### src/pmcs_pkg.sv
// constants and types for the mac mode and crossover select block
package pmcs_pkg;

  // ---------------------------------------------------------------
  // timing
  // ---------------------------------------------------------------
  localparam int CLK_MHZ     = 25;
  localparam int INIT_US     = 2;
  localparam int INIT_CYC    = INIT_US * CLK_MHZ;
  localparam int HUNT_US     = 1000;
  localparam int HUNT_CYC    = HUNT_US * CLK_MHZ;
  localparam logic [1:0] STRAP_WAIT = 2'h2;

  // ---------------------------------------------------------------
  // register map and fields
  // ---------------------------------------------------------------
  localparam logic [7:0] ADDR_CTRL   = 8'h00;
  localparam logic [7:0] ADDR_STATUS = 8'h04;
  localparam logic [7:0] ADDR_CONFIG = 8'h08;
  localparam int CTRL_RESTART  = 0;
  localparam int CTRL_HUNT_EN  = 1;
  localparam logic CTRL_HUNT_RST = 1'b1;
  localparam int ST_LINK       = 0;
  localparam int ST_SPEED      = 1;
  localparam int ST_DUPLEX     = 3;
  localparam int ST_MDIX       = 4;
  localparam int ST_MODE       = 5;
  localparam int ST_IN_RESET   = 8;
  localparam int ST_LINK_CHG   = 9;
  localparam int CFG_TEN_BIT   = 0;
  localparam int CFG_SER_TEN   = 1;
  localparam int CFG_XMODE     = 2;

  // ---------------------------------------------------------------
  // types
  // ---------------------------------------------------------------
  typedef enum logic [2:0] {
    MODE_MII10  = 3'b000,
    MODE_SERIAL = 3'b001,
    MODE_MII100 = 3'b010,
    MODE_GMII   = 3'b011,
    MODE_TBI    = 3'b100
  } pmcs_mode_t;

  typedef enum logic [1:0] {
    RATE_2M5  = 2'b00,
    RATE_10M  = 2'b01,
    RATE_25M  = 2'b10,
    RATE_125M = 2'b11
  } pmcs_rate_t;

  typedef enum logic [1:0] {
    SPD_10   = 2'b00,
    SPD_100  = 2'b01,
    SPD_1000 = 2'b10
  } pmcs_speed_t;

  typedef enum logic [1:0] {
    XO_MDI  = 2'b00,
    XO_MDIX = 2'b01,
    XO_AUTO = 2'b10
  } pmcs_xmode_t;

  typedef enum logic [1:0] {
    ST_HOLD    = 2'b00,
    ST_RESTART = 2'b01,
    ST_RUN     = 2'b10
  } pmcs_init_t;

  localparam logic [3:0] W_SER  = 4'h1;
  localparam logic [3:0] W_NIB  = 4'h4;
  localparam logic [3:0] W_BYTE = 4'h8;
  localparam logic [3:0] W_TEN  = 4'hA;

endpackage : pmcs_pkg

### src/pmcs_top.sv
// mac interface mode selection, pair crossover steering and link status
`timescale 1ns/1ns
`default_nettype none

// Operation
// - strap low gives gigabit, fast, ten speeds
// - strap high gives ten-bit gigabit only
// - gigabit link uses eight bits, 125 MHz
// - hundred link uses nibble at 25 MHz
// - ten link uses nibble or serial path
// - ten-bit mode: 125 MHz, no fallback
// - no link outside ten-bit mode runs clocks as ten nibble
// - crossover low transmits A, receives B
// - crossover high transmits B, receives A
// - crossover open detects pair mapping automatically
// - slow links and negotiation idle C, D
// - gigabit uses all four pairs both ways
// - gigabit pair roles ignore crossover setting
// - power-up and reset run same sequence
// - report link up, speed and duplex
// - serial strap high picks serial ten mode
// - crossover change forces reset and renegotiation
// - crossover applied only below gigabit
module pmcs_top
  import pmcs_pkg::*;
#(
  parameter int HUNT_CYCLES = HUNT_CYC
) (
  // clock and reset
  input  wire logic        clk_sys_i,
  input  wire logic        rstn_i,
  // configuration pins
  input  wire logic        ten_bit_config_strap_i,
  input  wire logic        serial_ten_select_i,
  input  wire logic        crossover_select_i,
  input  wire logic        crossover_open_i,
  // receive pair activity clock from the line
  input  wire logic        rx_pair_clk_i,
  // resolved link from the negotiation engine
  input  wire logic        link_up_i,
  input  wire logic [1:0]  link_speed_i,
  input  wire logic        link_duplex_i,
  // register port
  input  wire logic [7:0]  reg_addr_i,
  input  wire logic [31:0] reg_wdata_i,
  input  wire logic        reg_we_i,
  input  wire logic        reg_re_i,
  output logic      [31:0] reg_rdata_o,
  // mac interface mode
  output logic      [2:0]  mac_mode_o,
  output logic      [3:0]  mac_width_o,
  output logic      [1:0]  mac_rate_o,
  // pair steering
  output logic             pair_a_tx_o,
  output logic             pair_a_rx_o,
  output logic             pair_b_tx_o,
  output logic             pair_b_rx_o,
  output logic             pair_cd_on_o,
  // internal reset and negotiation restart
  output logic             phy_reset_o,
  output logic             an_restart_o
);

  // ---------------------------------------------------------------
  // pin synchronisers
  // ---------------------------------------------------------------
  logic [3:0] pin_s1_q;
  logic [3:0] pin_s2_q;
  logic       rxc_s1_q;
  logic       rxc_s2_q;
  logic       rxc_s3_q;

  // first stage feeds only the second stage
  always_ff @(posedge clk_sys_i or negedge rstn_i) begin
    if (!rstn_i) begin
      pin_s1_q <= 4'h0;
      pin_s2_q <= 4'h0;
    end else begin
      pin_s1_q <= {crossover_open_i, crossover_select_i,
                   serial_ten_select_i, ten_bit_config_strap_i};
      pin_s2_q <= pin_s1_q;
    end
  end

  // link clock sampled like any pin; third stage finds edges
  always_ff @(posedge clk_sys_i or negedge rstn_i) begin
    if (!rstn_i) begin
      rxc_s1_q <= 1'b0;
      rxc_s2_q <= 1'b0;
      rxc_s3_q <= 1'b0;
    end else begin
      rxc_s1_q <= rx_pair_clk_i;
      rxc_s2_q <= rxc_s1_q;
      rxc_s3_q <= rxc_s2_q;
    end
  end

  logic rx_edge;
  assign rx_edge = rxc_s2_q ^ rxc_s3_q;

  // ---------------------------------------------------------------
  // strap capture
  // ---------------------------------------------------------------
  logic [1:0] strap_cnt_q;
  logic       strap_done_q;
  logic       ten_bit_q;
  logic       ser_ten_q;

  // waits out the synchroniser, then freezes the straps
  // latch straps once
  always_ff @(posedge clk_sys_i or negedge rstn_i) begin
    if (!rstn_i) begin
      strap_cnt_q  <= 2'h0;
      strap_done_q <= 1'b0;
      ten_bit_q    <= 1'b0;
      ser_ten_q    <= 1'b0;
    end else if (!strap_done_q) begin
      if (strap_cnt_q == STRAP_WAIT) begin
        strap_done_q <= 1'b1;
        ten_bit_q    <= pin_s2_q[0];
        ser_ten_q    <= pin_s2_q[1];
      end else begin
        strap_cnt_q <= strap_cnt_q + 2'h1;
      end
    end
  end

  // ---------------------------------------------------------------
  // crossover select decode and change detect
  // ---------------------------------------------------------------
  pmcs_xmode_t xmode;
  pmcs_xmode_t xmode_q;
  logic        xmode_chg;

  // open pin wins over the level it happens to float at
  always_comb begin
    if (pin_s2_q[3]) begin
      xmode = XO_AUTO;
    end else if (pin_s2_q[2]) begin
      xmode = XO_MDIX;
    end else begin
      xmode = XO_MDI;
    end
  end

  always_ff @(posedge clk_sys_i or negedge rstn_i) begin
    if (!rstn_i) begin
      xmode_q <= XO_MDI;
    end else begin
      xmode_q <= xmode;
    end
  end

  assign xmode_chg = strap_done_q && (xmode != xmode_q);

  // ---------------------------------------------------------------
  // register writes
  // ---------------------------------------------------------------
  logic soft_restart;
  logic hunt_en_q;
  logic wr_ctrl;
  logic wr_stat;

  assign wr_ctrl      = reg_we_i && (reg_addr_i == ADDR_CTRL);
  assign wr_stat      = reg_we_i && (reg_addr_i == ADDR_STATUS);
  assign soft_restart = wr_ctrl && reg_wdata_i[CTRL_RESTART];

  // hunt enable lets software pin auto mode to straight pairs
  always_ff @(posedge clk_sys_i or negedge rstn_i) begin
    if (!rstn_i) begin
      hunt_en_q <= CTRL_HUNT_RST;
    end else if (wr_ctrl) begin
      hunt_en_q <= reg_wdata_i[CTRL_HUNT_EN];
    end
  end

  // ---------------------------------------------------------------
  // initialisation sequence
  // ---------------------------------------------------------------
  pmcs_init_t  init_q;
  logic [7:0]  init_cnt_q;
  localparam logic [7:0] INIT_LAST = 8'(INIT_CYC - 1);

  // power-up and hardware reset both enter here through rstn_i
  // one reset sequence
  always_ff @(posedge clk_sys_i or negedge rstn_i) begin
    if (!rstn_i) begin
      init_q     <= ST_HOLD;
      init_cnt_q <= 8'h00;
    end else if (xmode_chg || soft_restart) begin
      init_q     <= ST_HOLD;
      init_cnt_q <= 8'h00;
    end else begin
      unique case (init_q)
        ST_HOLD: begin
          if (strap_done_q && (init_cnt_q == INIT_LAST)) begin
            init_q <= ST_RESTART;
          end else if (init_cnt_q != INIT_LAST) begin
            init_cnt_q <= init_cnt_q + 8'h01;
          end
        end
        ST_RESTART: begin
          init_q <= ST_RUN;
        end
        ST_RUN: begin
          init_q <= ST_RUN;
        end
        default: begin
          init_q <= ST_HOLD;
        end
      endcase
    end
  end

  assign phy_reset_o  = (init_q == ST_HOLD);
  assign an_restart_o = (init_q == ST_RESTART);

  // ---------------------------------------------------------------
  // link status
  // ---------------------------------------------------------------
  logic        link_q;
  pmcs_speed_t speed_q;
  logic        duplex_q;
  logic        link_chg_q;
  logic        link_ok;

  // ten-bit mode has no fallback, so a slow link is no link
  // no lower speed
  assign link_ok = link_up_i && (init_q == ST_RUN) &&
                   (!ten_bit_q || (link_speed_i == SPD_1000));

  always_ff @(posedge clk_sys_i or negedge rstn_i) begin
    if (!rstn_i) begin
      link_q   <= 1'b0;
      speed_q  <= SPD_10;
      duplex_q <= 1'b0;
    end else begin
      link_q   <= link_ok;
      speed_q  <= pmcs_speed_t'(link_speed_i);
      duplex_q <= link_duplex_i;
    end
  end

  // a change in the same cycle as the clear keeps the flag set
  always_ff @(posedge clk_sys_i or negedge rstn_i) begin
    if (!rstn_i) begin
      link_chg_q <= 1'b0;
    end else if (link_ok != link_q) begin
      link_chg_q <= 1'b1;
    end else if (wr_stat && reg_wdata_i[ST_LINK_CHG]) begin
      link_chg_q <= 1'b0;
    end
  end

  // ---------------------------------------------------------------
  // automatic crossover hunt
  // ---------------------------------------------------------------
  logic [15:0] hunt_cnt_q;
  logic        activity_q;
  logic        mdix_auto_q;
  logic        hunt_end;
  logic        hunting;
  localparam logic [15:0] HUNT_LAST = 16'(HUNT_CYCLES - 1);

  assign hunt_end = (hunt_cnt_q == HUNT_LAST);
  assign hunting  = (xmode_q == XO_AUTO) && hunt_en_q &&
                    !link_q && (init_q == ST_RUN);

  // window counter and edge seen within the window
  always_ff @(posedge clk_sys_i or negedge rstn_i) begin
    if (!rstn_i) begin
      hunt_cnt_q <= 16'h0000;
      activity_q <= 1'b0;
    end else if (!hunting || hunt_end) begin
      hunt_cnt_q <= 16'h0000;
      activity_q <= 1'b0;
    end else begin
      hunt_cnt_q <= hunt_cnt_q + 16'h0001;
      activity_q <= activity_q | rx_edge;
    end
  end

  // swap pairs at each quiet window; keep a mapping that hears
  // auto pair detect
  always_ff @(posedge clk_sys_i or negedge rstn_i) begin
    if (!rstn_i) begin
      mdix_auto_q <= 1'b0;
    end else if ((xmode_q == XO_AUTO) && !hunt_en_q) begin
      mdix_auto_q <= 1'b0;
    end else if (hunting && hunt_end && !activity_q && !rx_edge) begin
      mdix_auto_q <= !mdix_auto_q;
    end
  end

  logic mdix;

  always_comb begin
    unique case (xmode_q)
      XO_MDI:  mdix = 1'b0;
      XO_MDIX: mdix = 1'b1;
      XO_AUTO: mdix = mdix_auto_q;
      default: mdix = 1'b0;
    endcase
  end

  // ---------------------------------------------------------------
  // pair steering
  // ---------------------------------------------------------------
  logic gig;
  assign gig = link_q && (speed_q == SPD_1000);

  // held idle while in reset so nothing drives the line
  // four pairs both ways
  always_ff @(posedge clk_sys_i or negedge rstn_i) begin
    if (!rstn_i) begin
      pair_a_tx_o  <= 1'b0;
      pair_a_rx_o  <= 1'b0;
      pair_b_tx_o  <= 1'b0;
      pair_b_rx_o  <= 1'b0;
      pair_cd_on_o <= 1'b0;
    end else if (init_q == ST_HOLD) begin
      pair_a_tx_o  <= 1'b0;
      pair_a_rx_o  <= 1'b0;
      pair_b_tx_o  <= 1'b0;
      pair_b_rx_o  <= 1'b0;
      pair_cd_on_o <= 1'b0;
    end else if (gig) begin
      pair_a_tx_o  <= 1'b1;
      pair_a_rx_o  <= 1'b1;
      pair_b_tx_o  <= 1'b1;
      pair_b_rx_o  <= 1'b1;
      pair_cd_on_o <= 1'b1;
    end else begin
      pair_a_tx_o  <= !mdix;
      pair_a_rx_o  <= mdix;
      pair_b_tx_o  <= mdix;
      pair_b_rx_o  <= !mdix;
      pair_cd_on_o <= 1'b0;
    end
  end

  // ---------------------------------------------------------------
  // mac interface mode resolve
  // ---------------------------------------------------------------
  pmcs_mode_t mode_d;

  // no link outside ten-bit mode acts as ten nibble
  always_comb begin
    if (ten_bit_q) begin
      mode_d = MODE_TBI;
    end else if (!link_q) begin
      mode_d = MODE_MII10;
    end else begin
      unique case (speed_q)
        SPD_1000: mode_d = MODE_GMII;
        SPD_100:  mode_d = MODE_MII100;
        SPD_10:   mode_d = ser_ten_q ? MODE_SERIAL : MODE_MII10;
        default:  mode_d = MODE_MII10;
      endcase
    end
  end

  // width and clock rate per mode, registered for clean outputs
  // eight bits 125 MHz
  always_ff @(posedge clk_sys_i or negedge rstn_i) begin
    if (!rstn_i) begin
      mac_mode_o  <= MODE_MII10;
      mac_width_o <= W_NIB;
      mac_rate_o  <= RATE_2M5;
    end else begin
      mac_mode_o <= mode_d;
      unique case (mode_d)
        MODE_GMII: begin
          mac_width_o <= W_BYTE;
          mac_rate_o  <= RATE_125M;
        end
        MODE_MII100: begin
          mac_width_o <= W_NIB;
          mac_rate_o  <= RATE_25M;
        end
        MODE_SERIAL: begin
          mac_width_o <= W_SER;
          mac_rate_o  <= RATE_10M;
        end
        MODE_TBI: begin
          mac_width_o <= W_TEN;
          mac_rate_o  <= RATE_125M;
        end
        default: begin
          mac_width_o <= W_NIB;
          mac_rate_o  <= RATE_2M5;
        end
      endcase
    end
  end

  // ---------------------------------------------------------------
  // register read
  // ---------------------------------------------------------------
  logic [31:0] rd_d;

  // unmapped addresses read as zero
  always_comb begin
    rd_d = 32'h0000_0000;
    unique case (reg_addr_i)
      ADDR_CTRL: begin
        rd_d[CTRL_HUNT_EN] = hunt_en_q;
      end
      ADDR_STATUS: begin
        rd_d[ST_LINK]            = link_q;
        rd_d[ST_SPEED +: 2]      = speed_q;
        rd_d[ST_DUPLEX]          = duplex_q;
        rd_d[ST_MDIX]            = mdix;
        rd_d[ST_MODE +: 3]       = mac_mode_o;
        rd_d[ST_IN_RESET]        = phy_reset_o;
        rd_d[ST_LINK_CHG]        = link_chg_q;
      end
      ADDR_CONFIG: begin
        rd_d[CFG_TEN_BIT]        = ten_bit_q;
        rd_d[CFG_SER_TEN]        = ser_ten_q;
        rd_d[CFG_XMODE +: 2]     = xmode_q;
      end
      default: begin
        rd_d = 32'h0000_0000;
      end
    endcase
  end

  // data stands only in the cycle after the read strobe
  always_ff @(posedge clk_sys_i or negedge rstn_i) begin
    if (!rstn_i) begin
      reg_rdata_o <= 32'h0000_0000;
    end else if (reg_re_i) begin
      reg_rdata_o <= rd_d;
    end else begin
      reg_rdata_o <= 32'h0000_0000;
    end
  end

endmodule : pmcs_top

`default_nettype wire

### config.mk
export PLATFORM = sky130hd
export DESIGN_NAME = pmcs_top
export DESIGN_NICKNAME = d
export VERILOG_FILES = /design/src/pmcs_pkg.sv /design/src/pmcs_top.sv
export SDC_FILE = /design/constraint.sdc
export NUM_CORES = 1
export LEC_CHECK = 0
export ABC_AREA = 0
export BUFFER_PORTS_ARGS = -buffer_cell sky130_fd_sc_hd__buf_2
export CAP_MARGIN = 20
export CORE_ASPECT_RATIO = 0.5
export CORE_MARGIN = 10
export CORE_UTILIZATION = 45
export CTS_CLUSTER_SIZE = 30
export DETAILED_ROUTE_END_ITERATION = 7
export PLACE_DENSITY_LB_ADDON = 0.08
export SLEW_MARGIN = 20
export SYNTH_ARGS = -nofsm -noshare
export SYNTH_HDL_FRONTEND = slang
export SYNTH_SLANG_ARGS = --single-unit
### constraint.sdc
create_clock -name clk_sys_i -period 2.65 [get_ports clk_sys_i]
set_clock_uncertainty 0.1 [all_clocks]
set_input_delay 0 -clock clk_sys_i [delete_from_list [all_inputs] [get_ports clk_sys_i]]
set_output_delay 0 -clock clk_sys_i [all_outputs]
set_load 0.05 [all_outputs]
==> results of run 1 <==
-- where the power goes --
part / switching, mW / internal, mW
Combinational: 0.143 / 0.0523
Sequential: 0.0158 / 1.15
Clock: 0.458 / 0.821
-- cells by family after synthesis --
kind of cell             synth area share [%]
AO/OA/AOI/OAI                            4.09
XOR/XNOR                                 6.48
adder cells (fa/ha/maj)                  4.24
buffers and inverters                    7.64
flip-flops                               57.2
multiplexers                             1.97
other                                   0.116
AND/OR/NAND/NOR                          18.3
-- final timing paths --
check | startpoint | to | slack, ns | depth (start not counted)
hold / removal | reg_addr_i[2] | hunt_en_q | 0.04 | 3
min in group asynchronous | rstn_i | rxc_s3_q | 0.18 | 2
hold reg to reg | pin_s1_q[2] | pin_s2_q[2] | 0.25 | 0
setup / recovery | hunt_cnt_q[4] | mdix_auto_q | 0.51 | 4
setup reg to reg | hunt_cnt_q[4] | mdix_auto_q | 0.51 | 4
max in group asynchronous | rstn_i | mac_width_o[2] | 1.53 | 3
-- worst max-delay path, stage by stage (launching register included) --
cell     delay (ns)
dfrtp_1        0.41
or4b_1         0.52
or4_4          0.59
nor4b_4        0.24
mux2i_1        0.20
-- per-layer routing --
layer	wire [µm]	vias up	share of wire, %	GRT usage [%]
li1	-	1067	-	-
met1	2770	1033	43	13.4
met2	3170	41	49	20.3
met3	368	10	5.8	5.70
met4	99	0	1.5	5.02
met5	0	-	0	0
-- synthesized netlist by cell type, types with 2 or more instances --
master,number,area share (%)
nand3_1,8,1.2
a22oi_1,3,0.69
nor2b_1,4,0.77
and3_1,2,0.39
and2_1,6,1.2
dfrtp_1,72,56
nand4b_1,2,0.54
nand4_1,6,1.2
ha_1,11,4.2
xnor2_1,16,4.3
nor3_1,4,0.62
dfstp_2,2,1.6
a21oi_1,7,1.1
nand2b_1,5,0.96
o21ai_0,5,0.77
mux2_2,3,1.0
nor4_1,5,0.96
mux2i_1,3,0.93
nand2_1,14,1.6
inv_1,11,1.3
buf_4,25,5.8
nor2_1,43,5.0
clkbuf_1,5,0.58
nand3b_1,2,0.46
xor2_1,8,2.2
-- through the flow --
step           instance area, µm²  setup WS [ns]  total power [mW]  std cells
3_3_place_gp                 3500          0.515              1.37        424
6_report                     4000          0.507              2.64        458
2_1_floorplan                3320          0.594              1.33        311
3_5_place_dp                 3500          0.484              1.37        424
5_1_grt                      4000          0.420              2.75        458
4_1_cts                      4000          0.485              2.68        458
-- sequential cells by signal, summed over array words and instances (netlist names), 2 cells and up --
name and cells:
mac_rate_o 2, init_cnt_q 8, xmode_q 2, mac_width_o 4, init_q 2, pin_s1_q 4, speed_q 2, mac_mode_o 3
reg_rdata_o 10, pin_s2_q 4, hunt_cnt_q 16, strap_cnt_q 2
-- cells in the final DEF, fill, tap and decap left out, types with 5 or more instances in the layout --
cell type and count:
and2_1 6, buf_2 49, ha_1 11, a21oi_1 7, nor2_1 43, nor4_1 5, clkbuf_16 9, conb_1 22
xnor2_1 16, nand3_1 8, dfrtp_1 72, o21ai_0 5, nand2_1 14, nand4_1 6, inv_1 11, xor2_1 8
dlygate4sd3_1 18, nand2b_1 5
-- repair_timing --
| action | CTS | global route |
|---|---|---|
| hold buffers | 18 | 0 |
| endpoints found under the hold margin | 48 | 0 |
| setup endpoints to repair | 0 | 0 |
-- final cells by class --
class	instances	share of cell area (%)
Clock buffer	9	5.63
Inverter	11	1.03
Sequential cell	74	46.3
Clock inverter	7	2.34
Multi-Input combinational cell	196	30.5
Timing Repair Buffer	69	11.3
Tap cell	92	2.88
==> metrics.txt, run 1 <==
outcome completed; die area 11200 µm²; wire per inst 14.0 µm; critical path data arrival time 2.30 ns; main flop type after synthesis dfrtp_1; Worst-Skew Late Latency 0.33 ns; worst-margin pin slew 0.761 ns; fraction of layout cells with a size suffix above 1 21.3%; Register Area 1850 µm²; Final ANT Viol Nets 0; Critical Path RT 2.80 ns; Filler Cell Count 609; Synth cell types 43; first-pass GRT wire length 11000 µm; Max Buffers Root-to-Sink 2; Synth-to-Final Area Change 23.4%; WL final 6400 µm; via/cell ratio 4.70; number of synthesized register bits 74; kind of critical path reg2reg; Max Freq 0.467 GHz; Row Count 21; RSZ-0062 raised after global routing no; final setup TNS 0 ns; Post-Synthesis Cell Area 3240 µm²; Worst Setup End Kind flip-flop; DRC viols 0; EDFF count, synth 0; number of inserted diodes 0; cts bufs inserted 9; Hold WS 0.0386 ns; Initial Util 47.5%; Pins Over Slew Limit 0; area of the multi-input gates 1220 µm²; async set or reset register ratio after synthesis 100%; initial antenna violation count 0; largest net degree at the start of global routing 43; 1st-iter DRT viols 145; DP Wirelength 4580 µm; Critical Path Fanout Max 4; clk slew on worst S/H paths 0.06 ns; post-layout net count 425; Leak 1.86 nW; MaxCap Viol Count 0; period utilization 80.9%; synth warn 0; total gr overflow 0; routability cong. 0.794; DIE WIDTH 140 µm; detailed-route via count 2151; Root Driver clkbuf_16; vias in the first global route 2323; Worst setup SP type flip-flop; GRT Util Overall 12.2%; Die Y 80.0 µm; Max-slew headroom 49.3%; DR pass1 iterations 4; minimum clock period 2.14 ns; Syn Inst Count 290; PostCTS Resize Cnt 0; Avg Synthesized Cell Area 11.2 µm²; core area 6830 µm²; Pwr Density 661 nW/µm²; setup bufs post-CTS 0; Peak VDD IR 0.000329 V; Post-Route Utilization 58.6%; Hold Path Class in2reg; H-tree depth 3; clock net sink count 74; CTS tree built; Hold Fails Final Rpt 0; Port-buffer cells 49; IO Pins 101; sequential share of the synthesized area 57.2%; Finish-stage setup viols 0
(Power assumes the default switching activity.)
==> run 2, diff against run 1 <==
Clock period 2.65 ns to 2.18 ns, I/O delays scaled along.
==> run 2 against run 1 <==
First-iteration DRC count decreased by 36%. Clock power increased by 24%. Die area unchanged. Hold slack got worse by 0.013 ns. Critical path depth unchanged. Fmax increased by 1.5%. Register-to-register slack got worse by 0.44 ns. Clock-buffer cell count increased by 1. Sequential share of layout area decreased by 0.46 points. Worst setup slack got worse by 0.44 ns. Cell count increased by 1.3%. Combinational power increased by 20%. Highest routed layer unchanged.
==> metrics.txt, run 2 (same netlist as run 1, synthesis figures left out) <==
die area 11200 µm²; max FFs per register 16; area of the multi-input gates 1220 µm²; Pins Over Slew Limit 0; DR top layer met4; met2 wire len 3310 µm; CTS tree built; RSZ-0062 raised after global routing no; critical path's largest stage delay 0.57 ns; Hold Path Class in2reg; final setup TNS 0 ns; most common cell after layout, fill and taps aside dfrtp_1; Post-Route Utilization 59.2%; Initial Util 47.5%; top flop regs hunt_cnt_q: 16 flops, reg_rdata_o: 10 flops, init_cnt_q: 8 flops; critical path data arrival time 2.27 ns; Max-slew headroom 48.1%; number of inserted diodes 0; routability cong. 0.779; Critical Path RT 2.34 ns; Final ANT Viol Nets 0; Synth-to-Final Area Change 24.7%; Die Y 80.0 µm; Pwr Density 804 nW/µm²; WL final 6600 µm; via/cell ratio 4.77; DRC viols 0; Most flops, register hunt_cnt_q; Finish-stage setup viols 0; Leak 1.89 nW; IO Pins 101; outcome completed; Max Buffers Root-to-Sink 2; Worst Setup End Kind flip-flop; Hold Fails Final Rpt 0; Row Count 21; DIE WIDTH 140 µm; Register Area 1850 µm²; Root Driver clkbuf_16; vias in the first global route 2357; Cells after DPL 431; total gr overflow 0; kind of critical path reg2reg; post-layout net count 431; count of non-filler cells in the finished layout 464; minimum clock period 2.11 ns; Max Freq 0.473 GHz; largest net degree at the start of global routing 46; clk slew on worst S/H paths 0.06 ns; period utilization 96.9%; critical-path cell list or4bb_1 -> or4_4 -> nor4b_4 -> mux2i_1; Critical Path Fanout Max 3; worst-margin pin slew 0.773 ns; Crit-path slowest cell or4_4; core area 6830 µm²; Worst-Skew Late Latency 0.33 ns; WL met3 437 µm; detailed-route via count 2215; Port-buffer cells 49; GRT Util Overall 12.6%; MaxCap Viol Count 0; 1st-iter DRT viols 93; H-tree depth 3; cts bufs inserted 9; most frequent cells in the layout 72 x dfrtp_1, 49 x buf_2, 43 x nor2_1; clock net sink count 74; Worst setup SP type flip-flop; M1 wire length 2810 µm; Filler Cell Count 596; fraction of layout cells with a size suffix above 1 22.8%; Peak VDD IR 0.000501 V; first-pass GRT wire length 11300 µm; initial antenna violation count 0; DP Wirelength 4740 µm; wire per inst 14.2 µm; r2r setup slk 0.07 ns; DR pass1 iterations 4
## run 2: repair_timing
item | in CTS | in global routing
endpoints found under the hold margin | 87 | 0
resized for setup | 0 | 0
endpoints found under the setup margin | 0 | 8
hold buffers | 17 | 0
setup buffers | 0 | 0
## run 2: path summary, 6_finish.rpt
path / startpoint / endpoint / cells past startpoint
max: hunt_cnt_q[12] / mdix_auto_q / 4
min: reg_addr_i[2] / hunt_en_q / 3
max reg2reg: hunt_cnt_q[12] / mdix_auto_q / 4
min reg2reg: rxc_s1_q / rxc_s2_q / 0
max in group asynchronous: rstn_i / init_q[0] / 3
min in group asynchronous: rstn_i / rxc_s2_q / 3
## run 2: power breakdown
group | switching [mW] | internal [mW] | leakage, nW
registers | 0.0196 | 1.40 | 0.963
logic | 0.174 | 0.0610 | 0.770
clock network | 0.558 | 1.03 | 0.159
## run 2: through the flow
stage | cell area, µm² | hold slack [ns] | worst slack [ns] | total power, mW
after floorplan | 3320 | -0.396 | 0.124 | 1.62
after global placement | 3540 | -0.0711 | 0.0823 | 1.66
after detailed placement | 3540 | -0.0592 | 0.0114 | 1.66
after CTS | 4040 | 0.00943 | 0.00594 | 3.29
after global routing | 4040 | 0.0446 | 0.00541 | 3.38
final | 4040 | 0.0253 | 0.0678 | 3.25
## run 2: cell type report
class	instances	area share (%)
inverter	11	1.02
multi-input combinational	196	30.2
timing repair buffer	75	11.9
sequential	74	45.9
clock inverter	6	2.23
clock buffer	10	5.91
tap	92	2.85
## run 2: critical path, delay by kind of cell (launching register included)
kind	cells	cell delay, ns
simple gates	3	1.33
flops	1	0.40
mux	1	0.21
## run 2: routing by layer
metal | GRT usage, % | vias up
li1 | - | 1080
met1 | 13.6 | 1079
met2 | 21.6 | 52
met3 | 6.59 | 4
met4 | 3.69 | 0
met5 | 0 | -
==> run 3, diff against run 2 <==
--- a/config.mk
+++ b/config.mk
@@ -15,3 +15,4 @@
 export DETAILED_ROUTE_END_ITERATION = 7
-export PLACE_DENSITY_LB_ADDON = 0.08
+export PLACE_DENSITY = 0.72
+export REMOVE_ABC_BUFFERS = 1
 export SLEW_MARGIN = 20
==> constraint.sdc (replaced) <==
create_clock -name clk_sys_i -period 2.18 [get_ports clk_sys_i]
set_clock_uncertainty 0.1 [all_clocks]
set_input_delay 0.436 -clock clk_sys_i [delete_from_list [all_inputs] [get_ports clk_sys_i]]
set_output_delay 0.436 -clock clk_sys_i [all_outputs]
set_load 0.05 [all_outputs]
==> run 3 against run 2 <==
Sequential share of layout area grew 2.4 points. Die area is the same. Wire length shrank 0.76%. Total power shrank 4.8%. Sequential cell count is the same. Critical endpoint unchanged. Largest cell class unchanged.
==> metrics.txt, run 3 (same netlist as run 1, synthesis figures left out) <==
Filler Cell Count 591; DIE WIDTH 140 µm; core area 6830 µm²; Max Freq 0.472 GHz; clk slew on worst S/H paths 0.06 ns; max FFs per register 16; number of inserted diodes 0; RSZ-0062 raised after global routing yes; IO Pins 101; post-route cell area 3840 µm²; Worst-Skew Late Latency 0.33 ns; Post-Route Utilization 56.2%; Peak VDD IR 0.000538 V; Worst Reg-to-Reg Cells 4; detailed-route via count 2161; post-layout net count 413; fraction of layout cells with a size suffix above 1 23.5%; Port-buffer cells 49; outcome completed; Critical Path RT 2.34 ns; Pwr Density 805 nW/µm²; Initial Util 47.5%; period utilization 97.2%; routability cong. 0.783; Row Count 21; via/cell ratio 4.86; critical path data arrival time 2.27 ns; DRC viols 0; minimum clock period 2.12 ns; Hold Fails Final Rpt 0; most frequent cells in the layout 72 x dfrtp_1, 49 x buf_2, 43 x nor2_1; WL final 6550 µm; Final ANT Viol Nets 0; Hold WS 0.0196 ns; Worst setup SP type flip-flop; vias in the first global route 2312; initial antenna violation count 0; Synth-to-Final Area Change 18.5%; Crit-path slowest cell or4_4; Critical Path Fanout Max 3; Max Buffers Root-to-Sink 2; Post-DP Area 3540 µm²; first-pass GRT wire length 11100 µm; critical path's largest stage delay 0.59 ns; largest net degree at the start of global routing 75; Hold Path Class in2async; Root Driver clkbuf_16; total gr overflow 0; Pins Over Slew Limit 0; most common cell after layout, fill and taps aside dfrtp_1; kind of critical path reg2reg; CTS tree built; Die Y 80.0 µm; GRT Util Overall 12.2%; DP Wirelength 4640 µm; DR pass1 iterations 4; Leak 1.81 nW; cts bufs inserted 9; 1st-iter DRT viols 151; die area 11200 µm²; Most flops, register hunt_cnt_q; H-tree depth 3; clock net sink count 74; MaxCap Viol Count 0; Worst Setup End Kind flip-flop; top flop regs hunt_cnt_q: 16 flops, reg_rdata_o: 10 flops, init_cnt_q: 8 flops; Finish-stage setup viols 0; critical-path cell list or4b_1 -> or4_4 -> nor4b_4 -> mux2i_1; wire per inst 14.7 µm
[run 3: stage by stage]
stage / power [mW] / instances / setup WS [ns] / setup TNS (ns)
after floorplan: 1.59 / 281 / 0.124 / 0
after global placement: 1.66 / 429 / 0.0429 / 0
after detailed placement: 1.66 / 429 / -0.00184 / -0.00184
after CTS: 3.13 / 445 / 0.0409 / 0
after global routing: 3.22 / 445 / -0.00102 / -0.00102
final: 3.09 / 445 / 0.0614 / 0
[run 3: per-layer routing]
metal | vias up | share of wire [%] | global-route usage [%]
li1 | 1038 | - | -
met1 | 1061 | 40 | 12.9
met2 | 53 | 53 | 21.7
met3 | 9 | 5.2 | 4.04
met4 | 0 | 1.8 | 6.15
met5 | - | 0 | 0
[run 3: path summary, 6_finish.rpt]
kind                               startpoint          end  slack (ns)
min                                    rstn_i  pin_s2_q[2]        0.02
min reg2reg                          rxc_s1_q     rxc_s2_q        0.25
min in group clk_sys_i     crossover_select_i  pin_s1_q[2]        0.11
max in group asynchronous              rstn_i    hunt_en_q        1.61
max                             hunt_cnt_q[4]  mdix_auto_q        0.06
max reg2reg                     hunt_cnt_q[4]  mdix_auto_q        0.06
[run 3: timing repair]
action,4_1_cts,5_1_grt
setup buffers,1,0
hold buffers,0,0
resized for setup,0,0
endpoints found under the setup margin,1,1
pin swaps,0,1
[run 3: critical path: cells and delay by family, from the launching register on]
family           cells  cell delay [ns]
AND/OR/NAND/NOR      3             1.37
flip-flops           1             0.38
multiplexers         1             0.20
[run 3: report_power, final]
| part | total, mW | internal (mW) | switching [mW] |
|---|---|---|---|
| combinational | 0.220 | 0.0482 | 0.171 |
| sequential | 1.42 | 1.40 | 0.0193 |
| clock | 1.45 | 0.906 | 0.546 |
[run 3: final cells by class]
type	instances	area, µm²	area share [%]
flip-flops and latches	74	1850	48.3
multi-input cells	196	1220	31.7
repair buffers	57	318	8.27
clock buffers	10	239	6.22
well taps	92	115	3.00
clock inverters	5	55.1	1.43
inverters	11	41.3	1.07
